[src/hdl/fcs_defs.vh]
// constants for the flash command/status host controller
// assumes a 25 MHz clk and a flash part driven by plain async strobes
`ifndef FCS_DEFS_VH
`define FCS_DEFS_VH

// software register offsets (4-bit word index)
`define FCS_REG_CTRL 4'h0
`define FCS_REG_ADDR_LO 4'h1
`define FCS_REG_ADDR_HI 4'h2
`define FCS_REG_WDATA 4'h3
`define FCS_REG_RDATA 4'h4
`define FCS_REG_STAT 4'h5
`define FCS_REG_PINS 4'h6

// operation codes written to CTRL[3:0]
`define FCS_OP_WRITE 4'h0
`define FCS_OP_READ 4'h1
`define FCS_OP_PROG 4'h2
`define FCS_OP_CANCEL 4'h3
`define FCS_OP_ERASE 4'h4
`define FCS_OP_SUSP 4'h5
`define FCS_OP_RESUME 4'h6
`define FCS_OP_CLEAR 4'h7
`define FCS_OP_ARRAY 4'h8
`define FCS_OP_STATUS 4'h9
`define FCS_OP_IDENT 4'hA

// flash command bytes
`define FCS_CMD_ARRAY 16'h00FF
`define FCS_CMD_IDENT 16'h0090
`define FCS_CMD_STATUS 16'h0070
`define FCS_CMD_CLEAR 16'h0050
`define FCS_CMD_ERASE 16'h0020
`define FCS_CMD_CONFIRM 16'h00D0
`define FCS_CMD_PROG 16'h0040
`define FCS_CMD_SUSP 16'h00B0
`define FCS_NULL_BYTE 16'h00FF
`define FCS_NULL_WORD 16'hFFFF

// status bit positions
`define FCS_SR_READY 7
`define FCS_SR_SUSP 6
`define FCS_SR_WIPE 5
`define FCS_SR_PROG 4
`define FCS_SR_SUPPLY 3

// PINS register fields and reset value
`define FCS_PIN_WORD 0
`define FCS_PIN_VPP 1
`define FCS_PIN_WP 2
`define FCS_PIN_RP 3
`define FCS_PIN_HV 4
`define FCS_PINS_RESET 5'h09

// timing: figures in ns, counts in cycles (least times round up)
`define FCS_CLK_NS 40
`define FCS_STROBE_NS 80
`define FCS_RECOVER_NS 40
`define FCS_STROBE_CYC ((`FCS_STROBE_NS + `FCS_CLK_NS - 1) / `FCS_CLK_NS)
`define FCS_RECOVER_CYC ((`FCS_RECOVER_NS + `FCS_CLK_NS - 1) / `FCS_CLK_NS)
`define FCS_SYNC_CYC 3

`endif

[src/hdl/fcs_ctrl.v]
// host-side controller issuing command sequences to a boot-block flash
// assumes software on the plain register port, flash pins on the far side
`include "fcs_defs.vh"

// Notes on behaviour
// - array read after reset; FFh returns
// - program is setup then address/data write
// - all-ones data after setup cancels program
// - boot block needs supply plus override/unlock
// - erase is 20h then D0h in block
module fcs_ctrl (
  input wire clk,
  input wire rst,
  input wire [3:0] reg_addr,
  input wire [15:0] reg_wdata,
  input wire reg_wr,
  input wire reg_rd,
  output reg [15:0] reg_rdata,
  output reg flash_ce_n,
  output reg flash_we_n,
  output reg flash_oe_n,
  output reg [17:0] flash_addr,
  output reg [15:0] flash_dq_o,
  output reg flash_dq_oe,
  input wire [15:0] flash_dq_i,
  output reg flash_byte_n,
  output reg flash_rp_n,
  output reg flash_rp_hv,
  output reg flash_vpp_en,
  output reg flash_wp
);

  localparam ST_IDLE = 2'h0;
  localparam ST_SET = 2'h1;
  localparam ST_ACT = 2'h2;
  localparam ST_REC = 2'h3;
  localparam STEP_POLL = 2'h2;

  reg [1:0] st_q;
  reg [1:0] step_q;
  reg [3:0] op_q;
  reg [2:0] cnt_q;
  reg busy_q;
  reg err_q;
  reg refused_q;
  reg done_q;
  reg [7:0] srd_q;
  reg [15:0] rword_q;
  reg [15:0] addr_lo_q;
  reg [1:0] addr_hi_q;
  reg [15:0] wdata_q;
  reg [4:0] pins_q;
  reg [15:0] dq_s1_q;
  reg [15:0] dq_s2_q;
  reg [15:0] dq_s3_q;

  reg cyc_rd;
  reg cyc_end;
  reg cyc_poll;
  reg [15:0] cyc_dat;
  reg hv_op;

  wire start = reg_wr && (reg_addr == `FCS_REG_CTRL);
  wire stable = (dq_s2_q == dq_s3_q);

  //////////////////////////////////////////////////////////////////////////
  // per-op cycle table: which bus cycle the current step issues
  always @* begin
    cyc_rd = 1'b0;
    cyc_end = 1'b1;
    cyc_poll = 1'b0;
    cyc_dat = `FCS_CMD_ARRAY;
    case (op_q)
      `FCS_OP_WRITE: begin
        cyc_dat = wdata_q;
      end
      `FCS_OP_READ: begin
        cyc_rd = 1'b1;
      end
      `FCS_OP_PROG: begin
        // setup then target data, back to back; then poll
        cyc_end = (step_q != 2'h0);
        cyc_dat = (step_q == 2'h0) ? `FCS_CMD_PROG : wdata_q;
        cyc_poll = 1'b1;
      end
      `FCS_OP_CANCEL: begin
        // null program: width of all-ones follows the bus mode
        cyc_end = (step_q != 2'h0);
        cyc_dat = (step_q == 2'h0) ? `FCS_CMD_PROG :
          (pins_q[`FCS_PIN_WORD] ? `FCS_NULL_WORD : `FCS_NULL_BYTE);
      end
      `FCS_OP_ERASE: begin
        // address register must lie in the block to wipe
        cyc_end = (step_q != 2'h0);
        cyc_dat = (step_q == 2'h0) ? `FCS_CMD_ERASE : `FCS_CMD_CONFIRM;
        cyc_poll = 1'b1;
      end
      `FCS_OP_SUSP: begin
        cyc_dat = `FCS_CMD_SUSP;
        cyc_poll = 1'b1;
      end
      `FCS_OP_RESUME: begin
        cyc_dat = `FCS_CMD_CONFIRM;
      end
      `FCS_OP_CLEAR: begin
        cyc_dat = `FCS_CMD_CLEAR;
      end
      `FCS_OP_ARRAY: begin
        cyc_dat = `FCS_CMD_ARRAY;
      end
      `FCS_OP_STATUS: begin
        cyc_end = (step_q != 2'h0);
        cyc_rd = (step_q != 2'h0);
        cyc_dat = `FCS_CMD_STATUS;
      end
      `FCS_OP_IDENT: begin
        // low address bit in ADDR_LO selects maker or part code
        cyc_end = (step_q != 2'h0);
        cyc_rd = (step_q != 2'h0);
        cyc_dat = `FCS_CMD_IDENT;
      end
      default: begin
        cyc_dat = `FCS_CMD_ARRAY;
      end
    endcase
    if (step_q == STEP_POLL) begin
      cyc_rd = 1'b1;
    end
  end

  // ops that need the raised program supply
  always @* begin
    hv_op = 1'b0;
    case (op_q)
      `FCS_OP_PROG: hv_op = 1'b1;
      `FCS_OP_CANCEL: hv_op = 1'b1;
      `FCS_OP_ERASE: hv_op = 1'b1;
      `FCS_OP_SUSP: hv_op = 1'b1;
      `FCS_OP_RESUME: hv_op = 1'b1;
      default: hv_op = 1'b0;
    endcase
  end

  //////////////////////////////////////////////////////////////////////////
  // data pins come from an async part: three stages, two must agree
  always @(posedge clk or posedge rst) begin
    if (rst) begin
      dq_s1_q <= 16'h0000;
      dq_s2_q <= 16'h0000;
      dq_s3_q <= 16'h0000;
    end else begin
      dq_s1_q <= flash_dq_i;
      dq_s2_q <= dq_s1_q;
      dq_s3_q <= dq_s2_q;
    end
  end

  //////////////////////////////////////////////////////////////////////////
  // software-written configuration registers
  always @(posedge clk or posedge rst) begin
    if (rst) begin
      addr_lo_q <= 16'h0000;
      addr_hi_q <= 2'h0;
      wdata_q <= 16'h0000;
      pins_q <= `FCS_PINS_RESET;
    end else if (reg_wr && !busy_q) begin
      // held still while busy so both cycles see one address
      case (reg_addr)
        `FCS_REG_ADDR_LO: addr_lo_q <= reg_wdata;
        `FCS_REG_ADDR_HI: addr_hi_q <= reg_wdata[1:0];
        `FCS_REG_WDATA: wdata_q <= reg_wdata;
        `FCS_REG_PINS: pins_q <= reg_wdata[4:0];
        default: addr_hi_q <= addr_hi_q;
      endcase
    end
  end

  // pin levels; supply raised for the whole high-voltage op
  always @(posedge clk or posedge rst) begin
    if (rst) begin
      flash_byte_n <= 1'b1;
      flash_rp_n <= 1'b0;
      flash_rp_hv <= 1'b0;
      flash_vpp_en <= 1'b0;
      flash_wp <= 1'b0;
      flash_addr <= 18'h00000;
    end else begin
      flash_byte_n <= pins_q[`FCS_PIN_WORD];
      flash_rp_n <= pins_q[`FCS_PIN_RP];
      flash_rp_hv <= pins_q[`FCS_PIN_HV];
      flash_wp <= pins_q[`FCS_PIN_WP];
      flash_vpp_en <= pins_q[`FCS_PIN_VPP] | (busy_q & hv_op);
      flash_addr <= {addr_hi_q, addr_lo_q};
    end
  end

  //////////////////////////////////////////////////////////////////////////
  // bus cycle sequencer: setup, strobe, recovery, per step
  always @(posedge clk or posedge rst) begin
    if (rst) begin
      st_q <= ST_IDLE;
      step_q <= 2'h0;
      op_q <= `FCS_OP_ARRAY;
      cnt_q <= 3'h0;
      busy_q <= 1'b0;
      done_q <= 1'b0;
      err_q <= 1'b0;
      srd_q <= 8'h00;
      rword_q <= 16'h0000;
      flash_ce_n <= 1'b1;
      flash_we_n <= 1'b1;
      flash_oe_n <= 1'b1;
      flash_dq_o <= 16'h0000;
      flash_dq_oe <= 1'b0;
    end else begin
      case (st_q)
        ST_IDLE: begin
          if (start) begin
            op_q <= reg_wdata[3:0];
            step_q <= 2'h0;
            busy_q <= 1'b1;
            done_q <= 1'b0;
            st_q <= ST_SET;
          end
        end
        ST_SET: begin
          // address and data settle before the strobe falls
          flash_ce_n <= 1'b0;
          flash_dq_o <= cyc_dat;
          flash_dq_oe <= !cyc_rd;
          cnt_q <= 3'h0;
          st_q <= ST_ACT;
        end
        ST_ACT: begin
          flash_we_n <= cyc_rd;
          flash_oe_n <= !cyc_rd;
          cnt_q <= cnt_q + 3'h1;
          if (!cyc_rd && cnt_q >= `FCS_STROBE_CYC) begin
            flash_we_n <= 1'b1; // data latch on the rising edge
            cnt_q <= 3'h0;
            st_q <= ST_REC;
          end else if (cyc_rd && stable &&
              cnt_q >= (`FCS_STROBE_CYC + `FCS_SYNC_CYC)) begin
            // sample only once the synchronised word holds still
            rword_q <= dq_s3_q;
            srd_q <= {dq_s3_q[7:3], 3'h0};
            flash_oe_n <= 1'b1;
            cnt_q <= 3'h0;
            st_q <= ST_REC;
          end
        end
        ST_REC: begin
          flash_ce_n <= 1'b1;
          flash_dq_oe <= 1'b0;
          cnt_q <= cnt_q + 3'h1;
          if (cnt_q >= (`FCS_RECOVER_CYC - 1)) begin
            st_q <= ST_SET;
            if (step_q == STEP_POLL) begin
              // poll until ready; a suspend also reports ready
              if (rword_q[`FCS_SR_READY]) begin
                st_q <= ST_IDLE;
                busy_q <= 1'b0;
                done_q <= 1'b1;
                // supply, program, wipe or bad-confirm failures
                err_q <= rword_q[`FCS_SR_SUPPLY] | rword_q[`FCS_SR_PROG] |
                  rword_q[`FCS_SR_WIPE];
              end
            end else if (cyc_end && cyc_poll) begin
              step_q <= STEP_POLL;
            end else if (cyc_end) begin
              st_q <= ST_IDLE;
              busy_q <= 1'b0;
              done_q <= 1'b1;
            end else begin
              step_q <= step_q + 2'h1;
            end
          end
        end
        default: begin
          st_q <= ST_IDLE;
        end
      endcase
    end
  end

  //////////////////////////////////////////////////////////////////////////
  // start while busy is refused and sticky; the set beats the clear
  always @(posedge clk or posedge rst) begin
    if (rst) begin
      refused_q <= 1'b0;
    end else if (start && busy_q) begin
      refused_q <= 1'b1;
    end else if (reg_wr && reg_addr == `FCS_REG_STAT && reg_wdata[3]) begin
      refused_q <= 1'b0;
    end
  end

  // read port: data one cycle after the strobe, unmapped reads zero
  always @(posedge clk or posedge rst) begin
    if (rst) begin
      reg_rdata <= 16'h0000;
    end else if (reg_rd) begin
      case (reg_addr)
        `FCS_REG_CTRL: reg_rdata <= {11'h000, busy_q, op_q};
        `FCS_REG_ADDR_LO: reg_rdata <= addr_lo_q;
        `FCS_REG_ADDR_HI: reg_rdata <= {14'h0000, addr_hi_q};
        `FCS_REG_WDATA: reg_rdata <= wdata_q;
        `FCS_REG_RDATA: reg_rdata <= rword_q;
        `FCS_REG_STAT: reg_rdata <= {srd_q, 4'h0, refused_q, err_q,
          done_q, busy_q};
        `FCS_REG_PINS: reg_rdata <= {11'h000, pins_q};
        default: reg_rdata <= 16'h0000;
      endcase
    end else begin
      reg_rdata <= 16'h0000;
    end
  end

endmodule

[config.mk]
export PLATFORM = sky130hd
export DESIGN_NAME = fcs_ctrl
export DESIGN_NICKNAME = d
export VERILOG_FILES = /design/src/hdl/fcs_ctrl.v
export VERILOG_INCLUDE_DIRS = /design/src /design/src/hdl
export SDC_FILE = /design/constraint.sdc
export NUM_CORES = 1
export LEC_CHECK = 0
export CAP_MARGIN = 5
export CORE_ASPECT_RATIO = 1.75
export CORE_MARGIN = 2
export CORE_UTILIZATION = 50
export CTS_CLUSTER_DIAMETER = 30
export DETAILED_ROUTE_END_ITERATION = 8
export DONT_BUFFER_PORTS = 1
export GPL_TIMING_DRIVEN = 0
export PLACE_DENSITY = 0.72
export SYNTH_ARGS = -nofsm -noshare
export SYNTH_HDL_FRONTEND = slang
export SYNTH_SLANG_ARGS = --single-unit
export TNS_END_PERCENT = 30
[constraint.sdc]
create_clock -name clk -period 14.6 [get_ports clk]
set_input_delay 0.73 -clock clk [delete_from_list [all_inputs] [get_ports clk]]
set_output_delay 0.73 -clock clk [all_outputs]
set_load 0.02 [all_outputs]
; After elaboration in Yosys (flattened, before gate mapping)
; Cells that the tools add are included.
[word_totals]
out_inout_bits = 59
inputBits = 40
elab_cells = 146
reg_bits = 182
[classes]
n_bitwise = 5
magnitude_cmp = 2
n_reduce_logical = 34
n_addsub = 2
n_mux = 47
n_eq_ne = 27
[ops]
columns = cell, count
row1 = case mux 16 bit (9 select lines), 1
row2 = case mux 16 bit (7 select lines), 1
row3 = two-way mux 16 bit, 4
row4 = "== test 4 x 3 -> 1 bit, second input constant", 7
row5 = two-way mux 1 bit, 22
row6 = == test 16 bit, 1
row7 = "== test 4 x 2 -> 1 bit, second input constant", 4
row8 = two-way mux 2 bit, 8
row9 = "inequality test 3 bit, second input constant", 5
row10 = AND reduction 2 bit, 6
row11 = case mux 1 bit (2 select lines), 5
row12 = OR reduction 5 bit, 2
row13 = logical AND 1 bit, 9
row14 = case mux 3 bit (3 select lines), 1
row15 = "== test 4 x 1 -> 1 bit, second input constant", 2
row16 = "== test 4 bit, second input constant", 2
row17 = zero test 4 bit, 2
row18 = two-way mux 8 bit, 1
row19 = case mux 2 bit (4 select lines), 1
row20 = nonzero test 2 bit, 4
row21 = "== test 2 bit, second input constant", 3
row22 = two-way mux 3 bit, 2
row23 = AND reduction 3 bit, 2
row24 = AND reduction 5 bit, 1
row25 = other kinds (16), 21

; Logic depth before layout (Yosys ltp)
[logic_depth]
depth_word = 9
mapped_depth = 9
mapped_depth_nobuf = 8

; Worst setup path before layout
; OpenSTA, ideal clock, no wires.
[synth_timing]
kind = reg2reg
startpoint = reg step_q[0]
endpoint = reg rword_q[0]
setup_ps = 125
path_stages_with_launch = 9
arrival_time_ps = 2290
period_less_slack_ps = 2415
path_slack_ps = 12185
required_ps = 14475
n_path_buf = 1
path_cell_list = dfrtp_1 inv_1 ha_1 a221oi_2 nor2_2 or4_4 nor2_4 buf_12 mux2_4
[synth_via]
elab_chain_len = 7
elab_cells_between_ends = 10
classes_between = eq/ne (1) / mux (2) / bitwise (1) / reduce/logical (6)
[synth_rtl]
columns = item, line
row1 = from (decl), fcs_ctrl.v:40  ; reg [1:0] step_q;
row2 = from (signal assigned), fcs_ctrl.v:275  ; step_q <= step_q + 2'h1;
row3 = nonzero test 2 bit, "fcs_ctrl.v:113, fcs_ctrl.v:119"
row4 = case mux 1 bit (2 select lines), fcs_ctrl.v:73  ; case (op_q)
row5 = two-way mux 1 bit *, fcs_ctrl.v:126  ; if (step_q == STEP_POLL) begin
row6 = zero test 1 bit, fcs_ctrl.v:238  ; if (!cyc_rd && cnt_q >= `FCS_STROBE_CYC) begin
row7 = logical AND 1 bit (no source line), --
row8 = NOT 1 bit (no source line), --
row9 = AND reduction 3 bit (no source line) *, --
row10 = to (signal assigned), fcs_ctrl.v:245  ; rword_q <= dq_s3_q;
row11 = to (decl), fcs_ctrl.v:48  ; reg [15:0] rword_q;
; Mark *: on every way between the ends. The rest lies on a longest branch, timed or not.
; A chain may end at the register's enable or synchronous reset.

; Worst setup path in the final report
[layout_timing]
startpoint = reg dq_s3_q[9]
endpoint = reg rword_q[0]
[layout_via]
elab_chain_len = 4
[layout_rtl]
columns = item, line
row1 = from (decl), fcs_ctrl.v:55  ; reg [15:0] dq_s3_q;
row2 = from (signal assigned), fcs_ctrl.v:154  ; dq_s3_q <= dq_s2_q;
row3 = == test 16 bit, fcs_ctrl.v:64  ; wire stable = (dq_s2_q == dq_s3_q);
row4 = logical AND 1 bit (2 in a row), fcs_ctrl.v:242  ; end else if (cyc_rd && stable &&
row5 = AND reduction 3 bit (no source line), --
; Every way passes these cells.

==> flow_summary.ini <==
[pwr]
power_density_nw_per_um2 = 190.1
pwr-share-seq = 0.497
intPower_mw = 0.9737
p_leak_nw = 3.406
irDropWorstVdd_mv = 0.09549
switching_power_mw = 0.5315
p_comb_frac = 0.191
power_frac_clock = 0.312
p_total_mw = 1.505
sw_frac_of_total = 0.3531

[routing]
via_per_inst = 5.858
vias = 4417
detail_route.wl_per_cell_um = 21.95
drc = 0
dr.pass1.iters = 6
drt-total-wl_um = 16550
detail_route.iter0.violations = 292
drtAntennaViolNets = 0

[clock_network]
clock-sinks = 177
ctsHoldBuffers = 0
cts_resized = 0
cts_tree = done
worstSkewPairLatency_ns = 0.43
h-tree-depth = 4
root_buffer = clkbuf_16
post_cts_buffers = 0
clockBufferDepth = 2
path_clk_slew_ns = 0.07
cts_buffers = 17

[floorplanning]
die_y_um = 160.9
dieArea_um2 = 15060
die_w_um = 93.63
initial_utilization = 0.5080
ios = 99
coreArea_um2 = 13840
num_rows = 57

[placement]
place_congestion = 0.9695
io_buffers = 0
placed_area_um2 = 7286
hpwl_um = 12180

[worst_setup_path]
cp_slowest_cell = nor4_1
worstPathArrival_ns = 3.07
startpoint_type = flip-flop
end_kind = flip-flop
critPathTopFamily = simple AND/OR/NAND/NOR gates
reg2reg_from = dq_s3_q[9]$_DFF_PP0_
crit_fanout = 10
cp.depth = 7
worstPathRequired_ns = 14.91
worstPathCellList = xor2_1 -> nor4_1 -> nand2_1 -> or4_4 -> nor2_4 -> buf_12 -> mux2_4
crit_buf_inv = 1
crit_start = dq_s3_q[9]$_DFF_PP0_
crit_type = flip-flop to flip-flop
slowest_delay_ns = 0.69
rr_worst_depth = 7

[sta]
final-setup-viol-count = 0
rsz0062_at_grt = false
slew_headroom = 0.3957
finalHoldViolCount = 0
skew_ns = 0.008067
slew_violations = 0
fmax_mhz = 363.1
fin_crit_ns = 2.754
worst_pin_slew_ns = 0.8989
finalSetupTns_ns = 0
min_period_over_period = 0.1887

[final_layout]
areaGrowthSynthToFinish_pct = 12.64
antennaDiodeCount = 0
layout_common_cells = dfrtp_1 (170), mux2_2 (52), a21oi_1 (42), nand2_1 (33), nor2_1 (24)
layout.cells.most_common = dfrtp_1
multiInputGateArea_um2 = 2430
final.fill_count = 1157
layout.nets = 613
regArea_um2 = 4438
drive_above_1_share = 0.1958
final_design_area_no_fill_um2 = 7918

[synth]
yosysUniqueCellTypes = 63
synth_top_area_cell = dfrtp_1
syn-num-nets = 593
synth_top_area_frac = 0.6052
yosys_warnings = 0
netlist_area_um2 = 7029
synth_edf_count = 0
synth_seq_cells = 177
syn_inst = 544
yosys-top-cells-area = dfrtp_1 (61%), mux2_2 (8.3%), a21oi_1 (3.0%)
synth-main-ff-cell = dfrtp_1
ys_seq_area_frac = 0.6314
synthArstFlopShare = 1.000
postSynthAreaPerCell_um2 = 12.92

[run_status]
status = finished clean

[grt]
grt_max_degree = 128
overflow = 0
grt_pass1_vias = 4590
antenna_found_initial = 0
globalRouteTotalUtil = 0.2323
grt_pass1_wl_um = 26000

[flow_run]
cap_violations = 0

[hold_path]
hold_class = input port to async pin
## per-layer routing
metal  track usage  wire length (um)  up-vias
met2        0.4045              8900      149
met4        0.1436               898        0
met1        0.2541              5853     2239
li1              -                 -     1985
met3       0.04784               900       44
met5             0                 0        -
## sequential cells by signal, summed over array words and instances (netlist names), 2 cells and up
name / cells
dq_s1_q: 16
rword_q: 16
reg_rdata: 16
step_q: 2
cnt_q: 3
st_q: 2
addr_lo_q: 16
dq_s2_q: 16
op_q: 4
wdata_q: 16
flash_dq_o: 16
addr_hi_q: 2
flash_addr: 18
pins_q: 5
dq_s3_q: 16
## worst register-to-register path: cells and delay by family, from the launching register on
kind | cells | cell delay [ns]
flip-flops | 1 | 0.39
buffers and inverters | 1 | 0.19
multiplexers | 1 | 0.30
XOR/XNOR | 1 | 0.16
AND/OR/NAND/NOR | 4 | 1.59
## synth_stat cells (8+ instances only)
cell,number
mux2_2,52
ha_1,9
a21oi_1,42
nor2_1,24
mux2_4,10
nand2b_1,10
o21ai_0,16
o2bb2ai_1,9
dfrtp_1,170
clkbuf_1,22
xor2_1,13
nand3_1,8
inv_1,15
a22oi_1,23
nand2_1,33
## per-stage QoR
step	utilization	hold slack (ns)	cells	setup slack, ns
4_1_cts	0.5718	0.1444	754	11.74
5_1_grt	0.5723	0.1636	754	11.63
6_report	0.5723	0.1368	754	11.85
3_3_place_gp	0.5241	0.3338	721	7.634
3_5_place_dp	0.5266	0.3347	722	11.53
2_1_floorplan	-	0.3312	544	9.080
## area by class of cell
class | instances | share of cell area
Buffer | 25 | 0.01406
Clock buffer | 18 | 0.05547
Clock inverter | 14 | 0.02355
Inverter | 15 | 0.008059
Multi-Input combinational cell | 327 | 0.3069
Sequential cell | 177 | 0.5605
Tap cell | 177 | 0.02797
Timing Repair Buffer | 1 | 0.003477
## worst paths after layout
kind                                              end  slack, ns
max                            rword_q[0]$_DFFE_PP0P_      11.85
min                        flash_dq_o[13]$_DFFE_PP0P_       0.14
max reg2reg                    rword_q[0]$_DFFE_PP0P_      11.85
min reg2reg                      dq_s2_q[7]$_DFF_PP0_       0.35
max in group asynchronous    flash_addr[10]$_DFF_PP0_      13.55
min in group clk                 dq_s1_q[9]$_DFF_PP0_       0.32
## kinds of logic (layout without fill, tap and decap cells)
group,Yosys count,count (layout),synth area share
buf+inv,40,73,0.02385
xor+xnor,16,16,0.01994
compound gates,120,120,0.1132
fa+ha+maj,9,9,0.01602
flops,177,177,0.6314
simple gates,117,117,0.08669
mux,65,65,0.1089
## power groups by stage
stage          Clock, mW  Combinational [mW]  Sequential [mW]
6_report           0.470               0.287            0.748
5_1_grt            0.498               0.321            0.760
4_1_cts            0.480               0.287            0.748
3_5_place_dp           0               0.285            0.757
3_3_place_gp           0               0.271            0.754
2_1_floorplan          0               0.224            0.715
No activity file was read; power rests on OpenSTA's default activity.
